<file path="src/verilog/boc_pkg.sv">
package boc_pkg;

	// ---------------------------------------------------------------
	// Counts
	// ---------------------------------------------------------------
	localparam int FAULT_W = 3;
	localparam logic [2:0] FAULT_TRIP = 3'h7;
	localparam logic [2:0] FAULT_RST = 3'h0;
	localparam logic [2:0] UV_TRIP = 3'h7;
	localparam logic [2:0] UV_RST = 3'h0;
	localparam logic [2:0] SS_CYCLES = 3'h7;
	localparam int SS_CNT_W = 8;
	localparam logic [7:0] SS_RAMP_STEPS = 8'hff;
	localparam logic [7:0] SS_RAMP_RST = 8'h00;

	// ---------------------------------------------------------------
	// Soft-start offset and reference level, in steps of the soft-start ramp
	// ---------------------------------------------------------------
	localparam logic [7:0] SS_OFFSET = 8'h55;
	localparam logic [7:0] REF_LEVEL = 8'h46;

	typedef enum logic [1:0] {
		BOC_LOCKOUT,
		BOC_RUN,
		BOC_HICCUP
	} boc_state_e;

	typedef struct packed {
		logic high_on;
		logic low_on;
	} boc_drive_s;

endpackage
</file>
<file path="src/verilog/boc_ctrl.sv">
`timescale 1ns/1ps
// How it works
// - Overcurrent while high side is on ends the pulse one clock after the synchronised comparator.
// - After an overcurrent cut, high side stays off until next cycle.
// - Fault count rises per overcurrent cycle, falls per clean cycle.
// - Count of seven starts hiccup: restart plus seven soft-starts.
// - Both switch drives are held off for the whole hiccup.
// - Hiccup decrements count per soft-start; zero re-enables PWM.
// - Persistent overcurrent reaccumulates seven and re-enters hiccup.
// - Switching cycle aligns to the falling edge of sync input.
// - A present sync clock replaces the internal oscillator.
// - Sync held low means free-running on the internal oscillator.
// - Sync arriving before ramp end declares undervoltage lockout.
// - Reference is lower of soft-start minus offset or fixed reference.
// - Lockout uses 3-bit count: seven good releases, seven bad trips.
module boc_ctrl #(
	parameter int SYNC_TIMEOUT = 64
) (
	input wire logic sys_clk,
	input wire logic rst_n,
	input wire logic osc_tick,
	input wire logic sync_in,
	input wire logic ramp_done,
	input wire logic pwm_compare,
	input wire logic overcurrent_cmp,
	output logic high_drive,
	output logic low_drive,
	output logic [7:0] softstart_capacitor,
	output logic [7:0] reg_reference,
	output logic undervoltage_lockout,
	output logic hiccup_active,
	output logic [2:0] fault_count,
	output logic sync_locked
);

	// ---------------------------------------------------------------
	// Input synchronisers
	// ---------------------------------------------------------------
	logic [3:0] meta_reg;
	logic [3:0] sync_reg;
	logic sync_prev_reg;

	always_ff @(posedge sys_clk or negedge rst_n) begin
		if (!rst_n) begin
			meta_reg <= 4'h0;
			sync_reg <= 4'h0;
		end else begin
			meta_reg <= {sync_in, osc_tick, ramp_done, overcurrent_cmp};
			sync_reg <= meta_reg;
		end
	end

	// Logic reads only the second stage; the first may still be settling.
	logic sync_s;
	logic osc_s;
	logic ramp_s;
	logic oc_s;
	assign {sync_s, osc_s, ramp_s, oc_s} = sync_reg;

	logic osc_prev_reg;
	always_ff @(posedge sys_clk or negedge rst_n) begin
		if (!rst_n) begin
			sync_prev_reg <= 1'b0;
			osc_prev_reg <= 1'b0;
		end else begin
			sync_prev_reg <= sync_s;
			osc_prev_reg <= osc_s;
		end
	end

	// ---------------------------------------------------------------
	// Master clock selection
	// ---------------------------------------------------------------
	logic sync_fall;
	logic osc_rise;
	assign sync_fall = sync_prev_reg & ~sync_s;
	assign osc_rise = osc_s & ~osc_prev_reg;

	// A sync edge within the timeout keeps the external source in charge.
	// Without the timeout a stuck-low sync would freeze switching.
	logic [15:0] sync_age_reg;
	always_ff @(posedge sys_clk or negedge rst_n) begin
		if (!rst_n) begin
			sync_age_reg <= 16'h0;
			sync_locked <= 1'b0;
		end else if (sync_fall) begin
			sync_age_reg <= 16'h0;
			sync_locked <= 1'b1;
		end else if (sync_age_reg >= 16'(SYNC_TIMEOUT)) begin
			sync_locked <= 1'b0;
		end else begin
			sync_age_reg <= sync_age_reg + 16'h1;
		end
	end

	logic cycle_start;
	assign cycle_start = sync_locked ? sync_fall : osc_rise;

	// ---------------------------------------------------------------
	// Ramp tracking per cycle
	// ---------------------------------------------------------------
	logic ramp_seen_reg;
	always_ff @(posedge sys_clk or negedge rst_n) begin
		if (!rst_n) begin
			ramp_seen_reg <= 1'b0;
		end else if (cycle_start) begin
			ramp_seen_reg <= 1'b0;
		end else if (ramp_s) begin
			ramp_seen_reg <= 1'b1;
		end
	end

	// ---------------------------------------------------------------
	// Undervoltage lockout
	// ---------------------------------------------------------------
	logic [2:0] uv_cnt_reg;
	// One counter serves both directions and restarts on each toggle, so a
	// single spike can never flip the lockout on its own.
	always_ff @(posedge sys_clk or negedge rst_n) begin
		if (!rst_n) begin
			uv_cnt_reg <= boc_pkg::UV_RST;
			undervoltage_lockout <= 1'b1;
		end else if (cycle_start) begin
			if (undervoltage_lockout == ramp_seen_reg) begin
				if (uv_cnt_reg == boc_pkg::UV_TRIP - 3'h1) begin
					uv_cnt_reg <= boc_pkg::UV_RST;
					undervoltage_lockout <= ~ramp_seen_reg;
				end else begin
					uv_cnt_reg <= uv_cnt_reg + 3'h1;
				end
			end
		end
	end

	// ---------------------------------------------------------------
	// State decode
	// ---------------------------------------------------------------
	function automatic logic in_state(input boc_pkg::boc_state_e now,
		input boc_pkg::boc_state_e want);
		return now == want;
	endfunction

	// ---------------------------------------------------------------
	// Hiccup restart
	// ---------------------------------------------------------------
	// The run ramp is part-charged or full when hiccup begins; without a restart
	// the first soft-start would be counted early and the off time cut short.
	logic hiccup_prev_reg;
	logic restart_now;
	always_ff @(posedge sys_clk or negedge rst_n) begin
		if (!rst_n) begin
			hiccup_prev_reg <= 1'b0;
		end else begin
			hiccup_prev_reg <= hiccup_active;
		end
	end
	assign restart_now = hiccup_active & ~hiccup_prev_reg;

	// ---------------------------------------------------------------
	// Soft-start ramp and reference
	// ---------------------------------------------------------------
	boc_pkg::boc_state_e state_reg;
	logic [7:0] ss_reg;
	logic [2:0] ss_cycles_reg;
	logic ss_full;
	assign ss_full = ss_reg == boc_pkg::SS_RAMP_STEPS;

	always_ff @(posedge sys_clk or negedge rst_n) begin
		if (!rst_n) begin
			ss_reg <= boc_pkg::SS_RAMP_RST;
		end else if (in_state(state_reg, boc_pkg::BOC_LOCKOUT)) begin
			ss_reg <= boc_pkg::SS_RAMP_RST;
		end else if (restart_now) begin
			// The restart discharges the ramp before the first soft-start.
			ss_reg <= boc_pkg::SS_RAMP_RST;
		end else if (cycle_start) begin
			if (!ss_full) begin
				ss_reg <= ss_reg + 8'h1;
			end else if (in_state(state_reg, boc_pkg::BOC_HICCUP)) begin
				ss_reg <= boc_pkg::SS_RAMP_RST;
			end
		end
	end
	assign softstart_capacitor = ss_reg;

	always_comb begin
		if (ss_reg <= boc_pkg::SS_OFFSET) begin
			reg_reference = 8'h00;
		end else if (ss_reg - boc_pkg::SS_OFFSET < boc_pkg::REF_LEVEL) begin
			reg_reference = ss_reg - boc_pkg::SS_OFFSET;
		end else begin
			reg_reference = boc_pkg::REF_LEVEL;
		end
	end

	// ---------------------------------------------------------------
	// Fault counter and hiccup control
	// ---------------------------------------------------------------
	// Overcurrent is only judged while the high side conducts, because
	// the sensed drop means nothing with the switch open.
	logic oc_cycle_reg;
	logic oc_now;
	assign oc_now = oc_s & high_drive;

	always_ff @(posedge sys_clk or negedge rst_n) begin
		if (!rst_n) begin
			oc_cycle_reg <= 1'b0;
		end else if (cycle_start) begin
			oc_cycle_reg <= 1'b0;
		end else if (oc_now) begin
			oc_cycle_reg <= 1'b1;
		end
	end

	always_ff @(posedge sys_clk or negedge rst_n) begin
		if (!rst_n) begin
			state_reg <= boc_pkg::BOC_LOCKOUT;
			fault_count <= boc_pkg::FAULT_RST;
			ss_cycles_reg <= 3'h0;
		end else if (undervoltage_lockout) begin
			state_reg <= boc_pkg::BOC_LOCKOUT;
			fault_count <= boc_pkg::FAULT_RST;
		end else begin
			case (state_reg)
				boc_pkg::BOC_LOCKOUT: begin
					state_reg <= boc_pkg::BOC_RUN;
				end
				boc_pkg::BOC_RUN: begin
					if (cycle_start) begin
						if (oc_cycle_reg) begin
							if (fault_count == boc_pkg::FAULT_TRIP - 3'h1) begin
								fault_count <= boc_pkg::FAULT_TRIP;
								state_reg <= boc_pkg::BOC_HICCUP;
								ss_cycles_reg <= boc_pkg::SS_CYCLES;
							end else begin
								fault_count <= fault_count + 3'h1;
							end
						end else if (fault_count != 3'h0) begin
							fault_count <= fault_count - 3'h1;
						end
					end
				end
				boc_pkg::BOC_HICCUP: begin
					if (ss_full && cycle_start) begin
						ss_cycles_reg <= ss_cycles_reg - 3'h1;
						if (fault_count == 3'h1 || ss_cycles_reg == 3'h1) begin
							fault_count <= 3'h0;
							state_reg <= boc_pkg::BOC_RUN;
						end else begin
							fault_count <= fault_count - 3'h1;
						end
					end
				end
				default: begin
					state_reg <= boc_pkg::BOC_LOCKOUT;
				end
			endcase
		end
	end

	// ---------------------------------------------------------------
	// Gate drive
	// ---------------------------------------------------------------
	// Drives are registered; the cut costs one cycle after the synchronised
	// comparator, which is the best a clocked block can do.
	boc_pkg::boc_drive_s drive_next;
	always_comb begin
		drive_next = '0;
		if (state_reg == boc_pkg::BOC_RUN && !undervoltage_lockout) begin
			drive_next.high_on = pwm_compare & ~oc_now & ~oc_cycle_reg
				& ~cycle_start;
			// Both drives rest at a cycle start, the only edge at which
			// hiccup or lockout can begin, so neither sees a live drive.
			drive_next.low_on = ~drive_next.high_on & ~high_drive
				& ~cycle_start;
		end
	end

	always_ff @(posedge sys_clk or negedge rst_n) begin
		if (!rst_n) begin
			high_drive <= 1'b0;
			low_drive <= 1'b0;
		end else begin
			high_drive <= drive_next.high_on;
			low_drive <= drive_next.low_on;
		end
	end

	assign hiccup_active = state_reg == boc_pkg::BOC_HICCUP;

endmodule

</file>
<file path="config.mk">
export PLATFORM = sky130hd
export DESIGN_NAME = boc_ctrl
export DESIGN_NICKNAME = d
export VERILOG_FILES = /design/src/verilog/boc_pkg.sv /design/src/verilog/boc_ctrl.sv
export SDC_FILE = /design/constraint.sdc
export NUM_CORES = 1
export LEC_CHECK = 0
export ABC_AREA = 0
export BUFFER_PORTS_ARGS = -buffer_cell sky130_fd_sc_hd__buf_4
export CORE_UTILIZATION = 35
export DETAILED_ROUTE_END_ITERATION = 10
export PLACE_DENSITY_LB_ADDON = 0.08
export SYNTH_ARGS = -nofsm -noshare
export SYNTH_HDL_FRONTEND = slang
export SYNTH_SLANG_ARGS = --single-unit
export TNS_END_PERCENT = 100
</file>
<file path="constraint.sdc">
create_clock -name sys_clk -period 3.2 [get_ports sys_clk]
set_clock_uncertainty 0.2 [all_clocks]
set_input_delay 0.48 -clock sys_clk [delete_from_list [all_inputs] [get_ports sys_clk]]
set_output_delay 0.48 -clock sys_clk [all_outputs]
set_load 0.1 [all_outputs]
</file>
==> results of run 1 <==
-- cell families after synthesis --
logic type | synth area share (%)
compound gates | 15.43
fa+ha+maj | 5.561
buf+inv | 3.568
mux | 2.363
xor+xnor | 3.568
simple gates | 21.13
flops | 48.24
other cells | 0.1389
-- power breakdown --
group,total (mW),leakage (nW),switching (mW),internal (mW)
combinational,0.996,0.747,0.663,0.333
sequential,0.927,0.658,0.144,0.783
clock,0.472,0.0607,0.231,0.241
-- per-layer routing --
layer  routed length, um  global-route usage, %
met5                   0                      0
met4                  59                  5.055
met3                 172                  3.046
met2                2574                  21.99
met1                2898                  20.96
-- worst paths after layout --
path	cells past startpoint	endpoint
setup / recovery	9	reg_reference[2]
hold / removal	1	softstart_capacitor[7]$_DFFE_PN0P_
setup reg to reg	7	fault_count[1]$_DFFE_PN0P_
hold reg to reg	0	sync_reg[2]$_DFF_PN0_
max in group asynchronous	1	softstart_capacitor[1]$_DFFE_PN0P_
min in group sys_clk	1	meta_reg[2]$_DFF_PN0_
-- area by class of cell --
| type | instances | area [um2] |
|---|---|---|
| Clock inverter | 3 | 50.05 |
| Sequential cell | 52 | 1315 |
| Fill cell | 732 | 4026 |
| Multi-Input combinational cell | 200 | 1403 |
| Inverter | 13 | 53.80 |
| Tap cell | 99 | 123.9 |
| Clock buffer | 5 | 68.82 |
| Timing Repair Buffer | 39 | 329.1 |
-- what timing repair did --
| item | CTS | global route |
|---|---|---|
| gates resized for setup | 8 | 9 |
| setup buffers | 1 | 2 |
| hold buffers | 0 | 0 |
| endpoints found under the setup margin | 3 | 4 |
| pin swaps | 0 | 2 |
| hold endpoints to repair | 0 | 0 |
-- through the flow --
stage	instance area, um2	power (mW)	utilization, %	hold WS, ns
floorplan	2798	1.666	-	-0.01559
global placement	3144	1.895	42.67	0.1340
detailed placement	3144	1.902	42.67	0.1347
CTS	3293	2.395	44.69	0.01719
global route	3343	2.553	45.37	0.04735
finish	3343	2.394	45.37	-0.002957
-- layout by cell type, fill, tap and decap left out, types with 3 or more instances in the layout --
cell,instances
nor3_1,5
nand4_1,3
buf_6,3
xnor2_1,4
mux2_2,3
mux2i_1,3
dfrtp_1,45
o21ai_0,6
dfrtp_2,4
a31oi_1,5
clkbuf_8,5
ha_1,11
and3_1,5
nor2_1,28
a21oi_1,24
nor2b_1,13
nand3_1,4
or3_1,4
buf_4,34
nand2_1,19
xor2_1,7
inv_1,11
o21a_1,3
nand2b_1,6
o211ai_1,3
==> impl_metrics.toml, run 1 <==
[outcome]
outcome = "complete, but fails checks"
failed_checks = "hold timing"

[global_route]
grt_pass1_vias = 1950
gr-usage-all-layers_pct = 14.66
antenna_found_initial = 0
grt_pass1_wl_mm = 9.591
grt_max_degree = 53
gr-total-overflow = 0

[setup_path]
worstPathMaxFanout = 4
r2r_setup_slack_ns = 0.82
cpPeakStageDelay_ns = 0.50
endpoint_kind = "output pin"
cp_slowest_cell = "dfrtp_4"
critPathRequiredTime_ns = 2.52
r2r-start = "softstart_capacitor[0]$_DFFE_PN0P_"
cp_num_buf_inv = 3
cp-startpoint = "softstart_capacitor[1]$_DFFE_PN0P_"
crit_path_cell_trace = "inv_4 > ha_4 > o21a_1 > o32ai_2 > o21ai_1 > a221o_1 > buf_6 > a31oi_4 > buf_12"
worstPathArrival_ns = 2.41
critPathKind = "reg -> out"
crit_family = "compound AO/OA/AOI/OAI gates"
start_kind = "register"

[placed_design]
io_buffers = 29
gp_congestion = 0.7462
hpwl_mm = 3.909
dp_slack_ns = 0.1145
dp_cells = 400

[pwr]
leakage_nw = 1.465
irDropWorstVdd_uv = 409.4
power_density_nw_per_um2 = 716.2

[final_layout]
drive_gt1_share_pct = 24.36
n_antenna_cell = 0
layout.nets = 330
largest_reg_flops = 16
area_growth_pct = 23.82
fin_cells = 411

[logic_synthesis]
syn_nets = 295
ys_ff_latch = 52
synthArstFlopShare_pct = 100.0
yosys.cell_count.top_type = "dfrtp_1"
ys.flop_type = "dfrtp_1"
yosys.area.top_type = "dfrtp_1"
ys_warn_count = 0
syn_area_per_cell_um2 = 9.783
synth_area_leaders = "dfrtp_1 47%, ha_1 5.6%, a21oi_1 5.0%, nor2_1 3.9%, nor2b_1 3.0%"
synth_common_cells = "51 x dfrtp_1, 28 x nor2_1, 27 x a21oi_1"
synth_edf_count = 0
syn-instance-count = 276
yosysSeqAreaShare_pct = 48.24
yosysUniqueCellTypes = 53
synth_area_um2 = 2700
yosysTopAreaCellShare_pct = 47.27

[floorplan]
ios = 31
fp-row-count = 31
coreArea_um2 = 7370
dieHeight_um = 89.83
die_w_um = 89.83
start_util_pct = 36.64
dieArea_um2 = 8069

[timing]
setup_slack_ns = 0.1114
hold_viol = 7
holdWs_ns = -0.002957
period_needed_ns = 3.089
report.final.slew_viol_count = 0
max_slew_margin_pct = 52.08
finalSetupViolCount = 0
setup_tns_ns = 0
min_period_over_period_pct = 96.52
worst-slew-pin-transition_ns = 0.7187
fmax_mhz = 323.8

[routing]
drc = 0
wl_mm = 5.704
vias = 2056
drt-initial-drc-count = 139
avgViaCountPerCell = 5.002
ant_nets = 0
wl_per_cell_um = 13.88
first_pass_iters = 4

[job]
maxCapViolCount = 0

[clocking]
cts_num_sinks = 52
cts_tree = "yes"
htree_levels = 2
ctsLongestPathBuffers = 2
clock_latency_ns = 0.30
cts_buffers = 5
path_clk_slew_ns = 0.10
cts_root_buf = "clkbuf_8"

[worst_hold_path]
hp-class = "in -> async"
No activity file was read; power rests on OpenSTA's default activity.
==> run 2, diff against run 1 <==
--- a/config.mk
+++ b/config.mk
@@ -7,6 +7,7 @@
 export LEC_CHECK = 0
 export ABC_AREA = 0
 export BUFFER_PORTS_ARGS = -buffer_cell sky130_fd_sc_hd__buf_4
+export CORE_MARGIN = 2
 export CORE_UTILIZATION = 35
 export DETAILED_ROUTE_END_ITERATION = 10
 export PLACE_DENSITY_LB_ADDON = 0.08
==> run 2 against run 1 <==
  * The flow still finishes with violations (hold timing)
  * Worst setup slack better by 0.0043 ns
  * Non-clock buffer count unchanged
  * Flip-flop and latch count did not move
  * Largest cell class unchanged
==> impl_metrics.toml, run 2 (same netlist as run 1, synthesis figures left out) <==
[outcome]
outcome = "complete, but fails checks"
failed_checks = "hold timing"

[pwr]
leakage_nw = 1.465
irDropWorstVdd_uv = 728.7
power_density_nw_per_um2 = 701.2

[timing]
period_needed_ns = 3.084
worst-slew-pin-transition_ns = 0.6582
max_slew_margin_pct = 56.12
holdWs_ns = -0.009482
hold_viol = 10
rsz0062_at_grt = "yes"
min_period_over_period_pct = 96.38
fmax_mhz = 324.2
report.final.slew_viol_count = 0
finalSetupViolCount = 0

[routing]
wl_per_cell_um = 13.89
vias = 2103
drc = 0
avgViaCountPerCell = 5.080
wl_mm = 5.750
ant_nets = 0
drt-initial-drc-count = 97
first_pass_iters = 4

[global_route]
grt_pass1_wl_mm = 9.846
gr-usage-all-layers_pct = 14.39
gr-total-overflow = 0
grt_pass1_vias = 2021
antenna_found_initial = 0
grt_max_degree = 53

[clocking]
cts_num_sinks = 52
ctsLongestPathBuffers = 2
cts_buffers = 5
htree_levels = 2
clock_latency_ns = 0.30
postCtsHoldBufs = 0
path_clk_slew_ns = 0.09
cts_root_buf = "clkbuf_8"
cts_tree = "yes"

[job]
maxCapViolCount = 0

[final_layout]
layout_commonest_cell = "dfrtp_1"
largest_reg_flops = 16
layout.nets = 330
drive_gt1_share_pct = 25.00
nFillCells = 759
final_util_pct = 44.19
n_antenna_cell = 0
design_area_um2 = 3362
layout_common_cells = "45 x dfrtp_1, 33 x buf_4, 28 x nor2_1, 23 x a21oi_1, 19 x nand2_1"
area_growth_pct = 24.51

[setup_path]
critPathKind = "reg -> out"
start_kind = "register"
worstPathMaxFanout = 4
endpoint_kind = "output pin"
critPathRequiredTime_ns = 2.52
worstPathArrival_ns = 2.40

[floorplan]
dieHeight_um = 91.83
coreArea_um2 = 7607
die_w_um = 91.83
fp-row-count = 32
dieArea_um2 = 8433
ios = 31
start_util_pct = 35.49

[worst_hold_path]
hp-class = "in -> async"

[placed_design]
gp_congestion = 0.7926
hpwl_mm = 3.990
io_buffers = 29
placed_area_um2 = 3148
-- run 2: cell types whose count changed in the layout (fill, tap and decap cells not counted), sizes merged --
cell    delta
inv        -2
clkinv     +2
-- run 2: critical path: stages, from the launching register on --
cell     delay, ns
dfrtp_4       0.50
inv_4         0.07
ha_4          0.21
o21a_1        0.18
o32ai_2       0.16
o21ai_1       0.12
a221o_1       0.34
buf_6         0.14
a31oi_4       0.19
buf_12        0.19
-- run 2: cell type report --
class / instances / area (um2) / area share [%]
clock buffer: 5 / 68.82 / 2.047
timing repair buffer: 39 / 336.6 / 10.01
tap: 102 / 127.6 / 3.796
clock inverter: 3 / 47.55 / 1.414
sequential: 52 / 1315 / 39.11
multi-input combinational: 200 / 1413 / 42.02
inverter: 13 / 53.80 / 1.600
-- run 2: layer usage --
| metal | share of wire (%) | GRT usage [%] | up-vias | wire [um] |
|---|---|---|---|---|
| met5 | 0 | 0 | - | 0 |
| met4 | 0.89 | 4.229 | 0 | 51 |
| met3 | 3.2 | 2.547 | 4 | 185 |
| met2 | 47 | 23.59 | 36 | 2717 |
| met1 | 49 | 19.58 | 1024 | 2794 |
| li1 | - | - | 1039 | - |
-- run 2: where the power goes --
part | internal (mW) | total [mW] | switching, mW
combinational | 0.327 | 0.979 | 0.652
sequential | 0.783 | 0.927 | 0.144
clock | 0.236 | 0.452 | 0.216
-- run 2: metrics by stage --
step	TNS, ns	hold slack [ns]	setup slack, ns	cells	power [mW]
6_report	0	-0.009482	0.1157	414	2.358
5_1_grt	-0.03054	0.02065	-0.03054	414	2.526
4_1_cts	0	0.01992	0.04617	414	2.383
3_5_place_dp	0	0.1347	0.05221	403	1.887
3_3_place_gp	0	0.1324	0.1291	403	1.885
2_1_floorplan	-0.04081	-0.01559	-0.03721	276	1.666
-- run 2: timing repair --
action | 4_1_cts | 5_1_grt
pin swaps | 2 | 0
endpoints found under the setup margin | 3 | 5
cloned | 0 | 0
gates resized for setup | 13 | 8
setup buffers | 3 | 0
endpoints found under the hold margin | 0 | 0
-- run 2: worst paths after layout --
kind,from,endpoint,slack [ns],cells past startpoint
max in group asynchronous,rst_n,softstart_capacitor[1]$_DFFE_PN0P_,2.30,1
setup / recovery,softstart_capacitor[0]$_DFFE_PN0P_,reg_reference[2],0.12,9
hold / removal,rst_n,sync_age_reg[9]$_DFFE_PN0P_,-0.009,1
min in group sys_clk,sync_in,meta_reg[3]$_DFF_PN0_,0.08,1
hold reg to reg,meta_reg[3]$_DFF_PN0_,sync_reg[3]$_DFF_PN0_,0.16,0
setup reg to reg,softstart_capacitor[0]$_DFFE_PN0P_,fault_count[1]$_DFFE_PN0P_,0.73,7
==> run 3, diff against run 2 <==
--- a/config.mk
+++ b/config.mk
@@ -10,7 +10,6 @@
 export CORE_MARGIN = 2
 export CORE_UTILIZATION = 35
 export DETAILED_ROUTE_END_ITERATION = 10
-export PLACE_DENSITY_LB_ADDON = 0.08
 export SYNTH_ARGS = -nofsm -noshare
 export SYNTH_HDL_FRONTEND = slang
 export SYNTH_SLANG_ARGS = --single-unit
==> run 3 against run 2 <==
  * The flow still finishes with violations (hold timing)
  * Routed wire length decreased by 4.3%
  * Flip-flop and latch count unchanged
  * Die area unchanged
  * Clock power decreased by 12%
  * Clock-buffer cell count increased by 1
  * Hold slack got worse by 0.0079 ns
  * Sequential power increased by 0.5%
  * Final cell count decreased by 0.48%
  * Sequential share of layout area increased by 0.68 points
  * Non-clock buffer count decreased by 2
  * Register-to-register slack improved by 0.11 ns
  * Worst setup slack got worse by 0.025 ns
  * Critical endpoint unchanged
==> impl_metrics.toml, run 3 (same netlist as run 1, synthesis figures left out) <==
[setup_path]
cpPeakStageDelay_ns = 0.50
worstPathMaxFanout = 4
cp_slowest_cell = "dfrtp_4"
critPathKind = "reg -> out"
r2r-start = "softstart_capacitor[0]$_DFFE_PN0P_"
worstPathArrival_ns = 2.43
start_kind = "register"
crit_path_cell_trace = "inv_4 > ha_4 > o21a_1 > o32ai_2 > o21ai_1 > a221o_1 > buf_6 > a31oi_4 > buf_12"
crit_family = "compound AO/OA/AOI/OAI gates"
endpoint_kind = "output pin"
cp-startpoint = "softstart_capacitor[1]$_DFFE_PN0P_"
cp_num_buf_inv = 3
critPathRequiredTime_ns = 2.52

[floorplan]
die_w_um = 91.83
coreArea_um2 = 7607
dieArea_um2 = 8433
ios = 31
dieHeight_um = 91.83
fp-row-count = 32
start_util_pct = 35.49

[clocking]
cts_num_sinks = 52
postCtsHoldBufs = 0
htree_levels = 2
path_clk_slew_ns = 0.10
cts_tree = "yes"
clock_latency_ns = 0.31
cts_root_buf = "clkbuf_8"
ctsLongestPathBuffers = 2
cts_buffers = 5

[placed_design]
io_buffers = 29
hpwl_mm = 3.823
gp_congestion = 0.7743
dp_cells = 401

[routing]
ant_nets = 0
vias = 2088
drc = 0
drt-initial-drc-count = 71
first_pass_iters = 4
wl_mm = 5.501
avgViaCountPerCell = 5.068
wl_per_cell_um = 13.35

[global_route]
grt_pass1_vias = 2018
gr-usage-all-layers_pct = 13.74
gr-total-overflow = 0
grt_pass1_wl_mm = 9.473
antenna_found_initial = 0
grt_max_degree = 53

[timing]
period_needed_ns = 3.109
report.final.slew_viol_count = 0
holdWs_ns = -0.01743
fmax_mhz = 321.7
min_period_over_period_pct = 97.16
finalSetupViolCount = 0
max_slew_margin_pct = 55.29
hold_viol = 18
worst-slew-pin-transition_ns = 0.6707

[final_layout]
layout_commonest_cell = "dfrtp_1"
layout_common_cells = "45 x dfrtp_1, 32 x buf_4, 28 x nor2_1, 24 x a21oi_1, 19 x nand2_1"
layout.nets = 328
n_antenna_cell = 0
largest_reg_flops = 16
final_util_pct = 43.44
drive_gt1_share_pct = 23.87
fin_cells = 412
area_growth_pct = 22.38

[worst_hold_path]
hp-class = "in -> async"

[pwr]
irDropWorstVdd_uv = 387.4
p_total_mw = 2.284
power_frac_comb_pct = 41.7
p_sw_mw = 1.007
leakage_nw = 1.444
clock_power_share_pct = 17.5
p_int_mw = 1.276
switching_share_pct = 44.11
p_seq_share_pct = 40.8
power_density_nw_per_um2 = 691.1

[outcome]
outcome = "complete, but fails checks"
failed_checks = "hold timing"

[job]
maxCapViolCount = 0
==> run 3: cell count changes in the layout (fill, tap and decap cells not counted) <==
cell / delta
bufinv_16: -1
buf_12: -1
a21oi_1: +1
inv_6: +1
clkbuf_8: +1
buf_4: -1
a2bb2oi_2: -1
clkinv_2: +1
a2bb2oi_1: +1
a21oi_2: -1
clkinv_4: -2
==> run 3: per-layer routing <==
layer,share of wire [%],vias up,track usage [%]
met2,48,36,22.86
li1,-,1036,-
met3,2.8,8,1.561
met5,0,-,0
met4,1.8,0,5.348
met1,47,1008,18.41
==> run 3: metrics by stage <==
stage	cell area, um2	setup WS, ns	TNS [ns]
global route	3304	-0.03200	-0.03602
floorplan	2798	-0.03721	-0.04081
detailed placement	3133	0.1722	0
CTS	3284	0.01868	0
global placement	3133	0.2279	0
finish	3304	0.09103	0
==> run 3: power by group through the flow <==
stage	sequential [mW]	clock, mW	combinational, mW
final	0.932	0.399	0.953
after global routing	0.957	0.438	1.03
after CTS	0.932	0.420	0.956
after detailed placement	0.960	0	0.903
after global placement	0.956	0	0.896
after floorplan	1.22	0	0.446
==> run 3: worst register-to-register path: stages, from the launching register on <==
cell	delay, ns
dfrtp_4	0.43
buf_4	0.16
ha_1	0.21
nand3_1	0.23
nor3_1	0.31
o21ai_1	0.20
or3_1	0.41
a21oi_1	0.14
==> run 3: path summary, 6_finish.rpt <==
check	to	slack, ns	cells past startpoint
min reg2reg	sync_reg[0]$_DFF_PN0_	0.15	0
max	reg_reference[2]	0.09	9
min	sync_reg[0]$_DFF_PN0_	-0.02	1
max reg2reg	fault_count[1]$_DFFE_PN0P_	0.84	7
min in group sys_clk	meta_reg[0]$_DFF_PN0_	0.07	1
max in group asynchronous	softstart_capacitor[0]$_DFFE_PN0P_	2.32	1
==> run 3: area by class of cell <==
type | count | area, um2
fill | 793 | 4303
multi-input combinational | 200 | 1403
sequential | 52 | 1315
timing repair buffer | 37 | 309.0
tap | 102 | 127.6
clock buffer | 6 | 82.58
inverter | 13 | 53.80
clock inverter | 2 | 13.76
==> run 3: what timing repair did <==
| action | 4_1_cts | 5_1_grt |
|---|---|---|
| setup buffers | 3 | 0 |
| gates resized for setup | 11 | 5 |
| gates cloned | 0 | 0 |
| endpoints found under the setup margin | 3 | 4 |
| pin swaps | 2 | 1 |
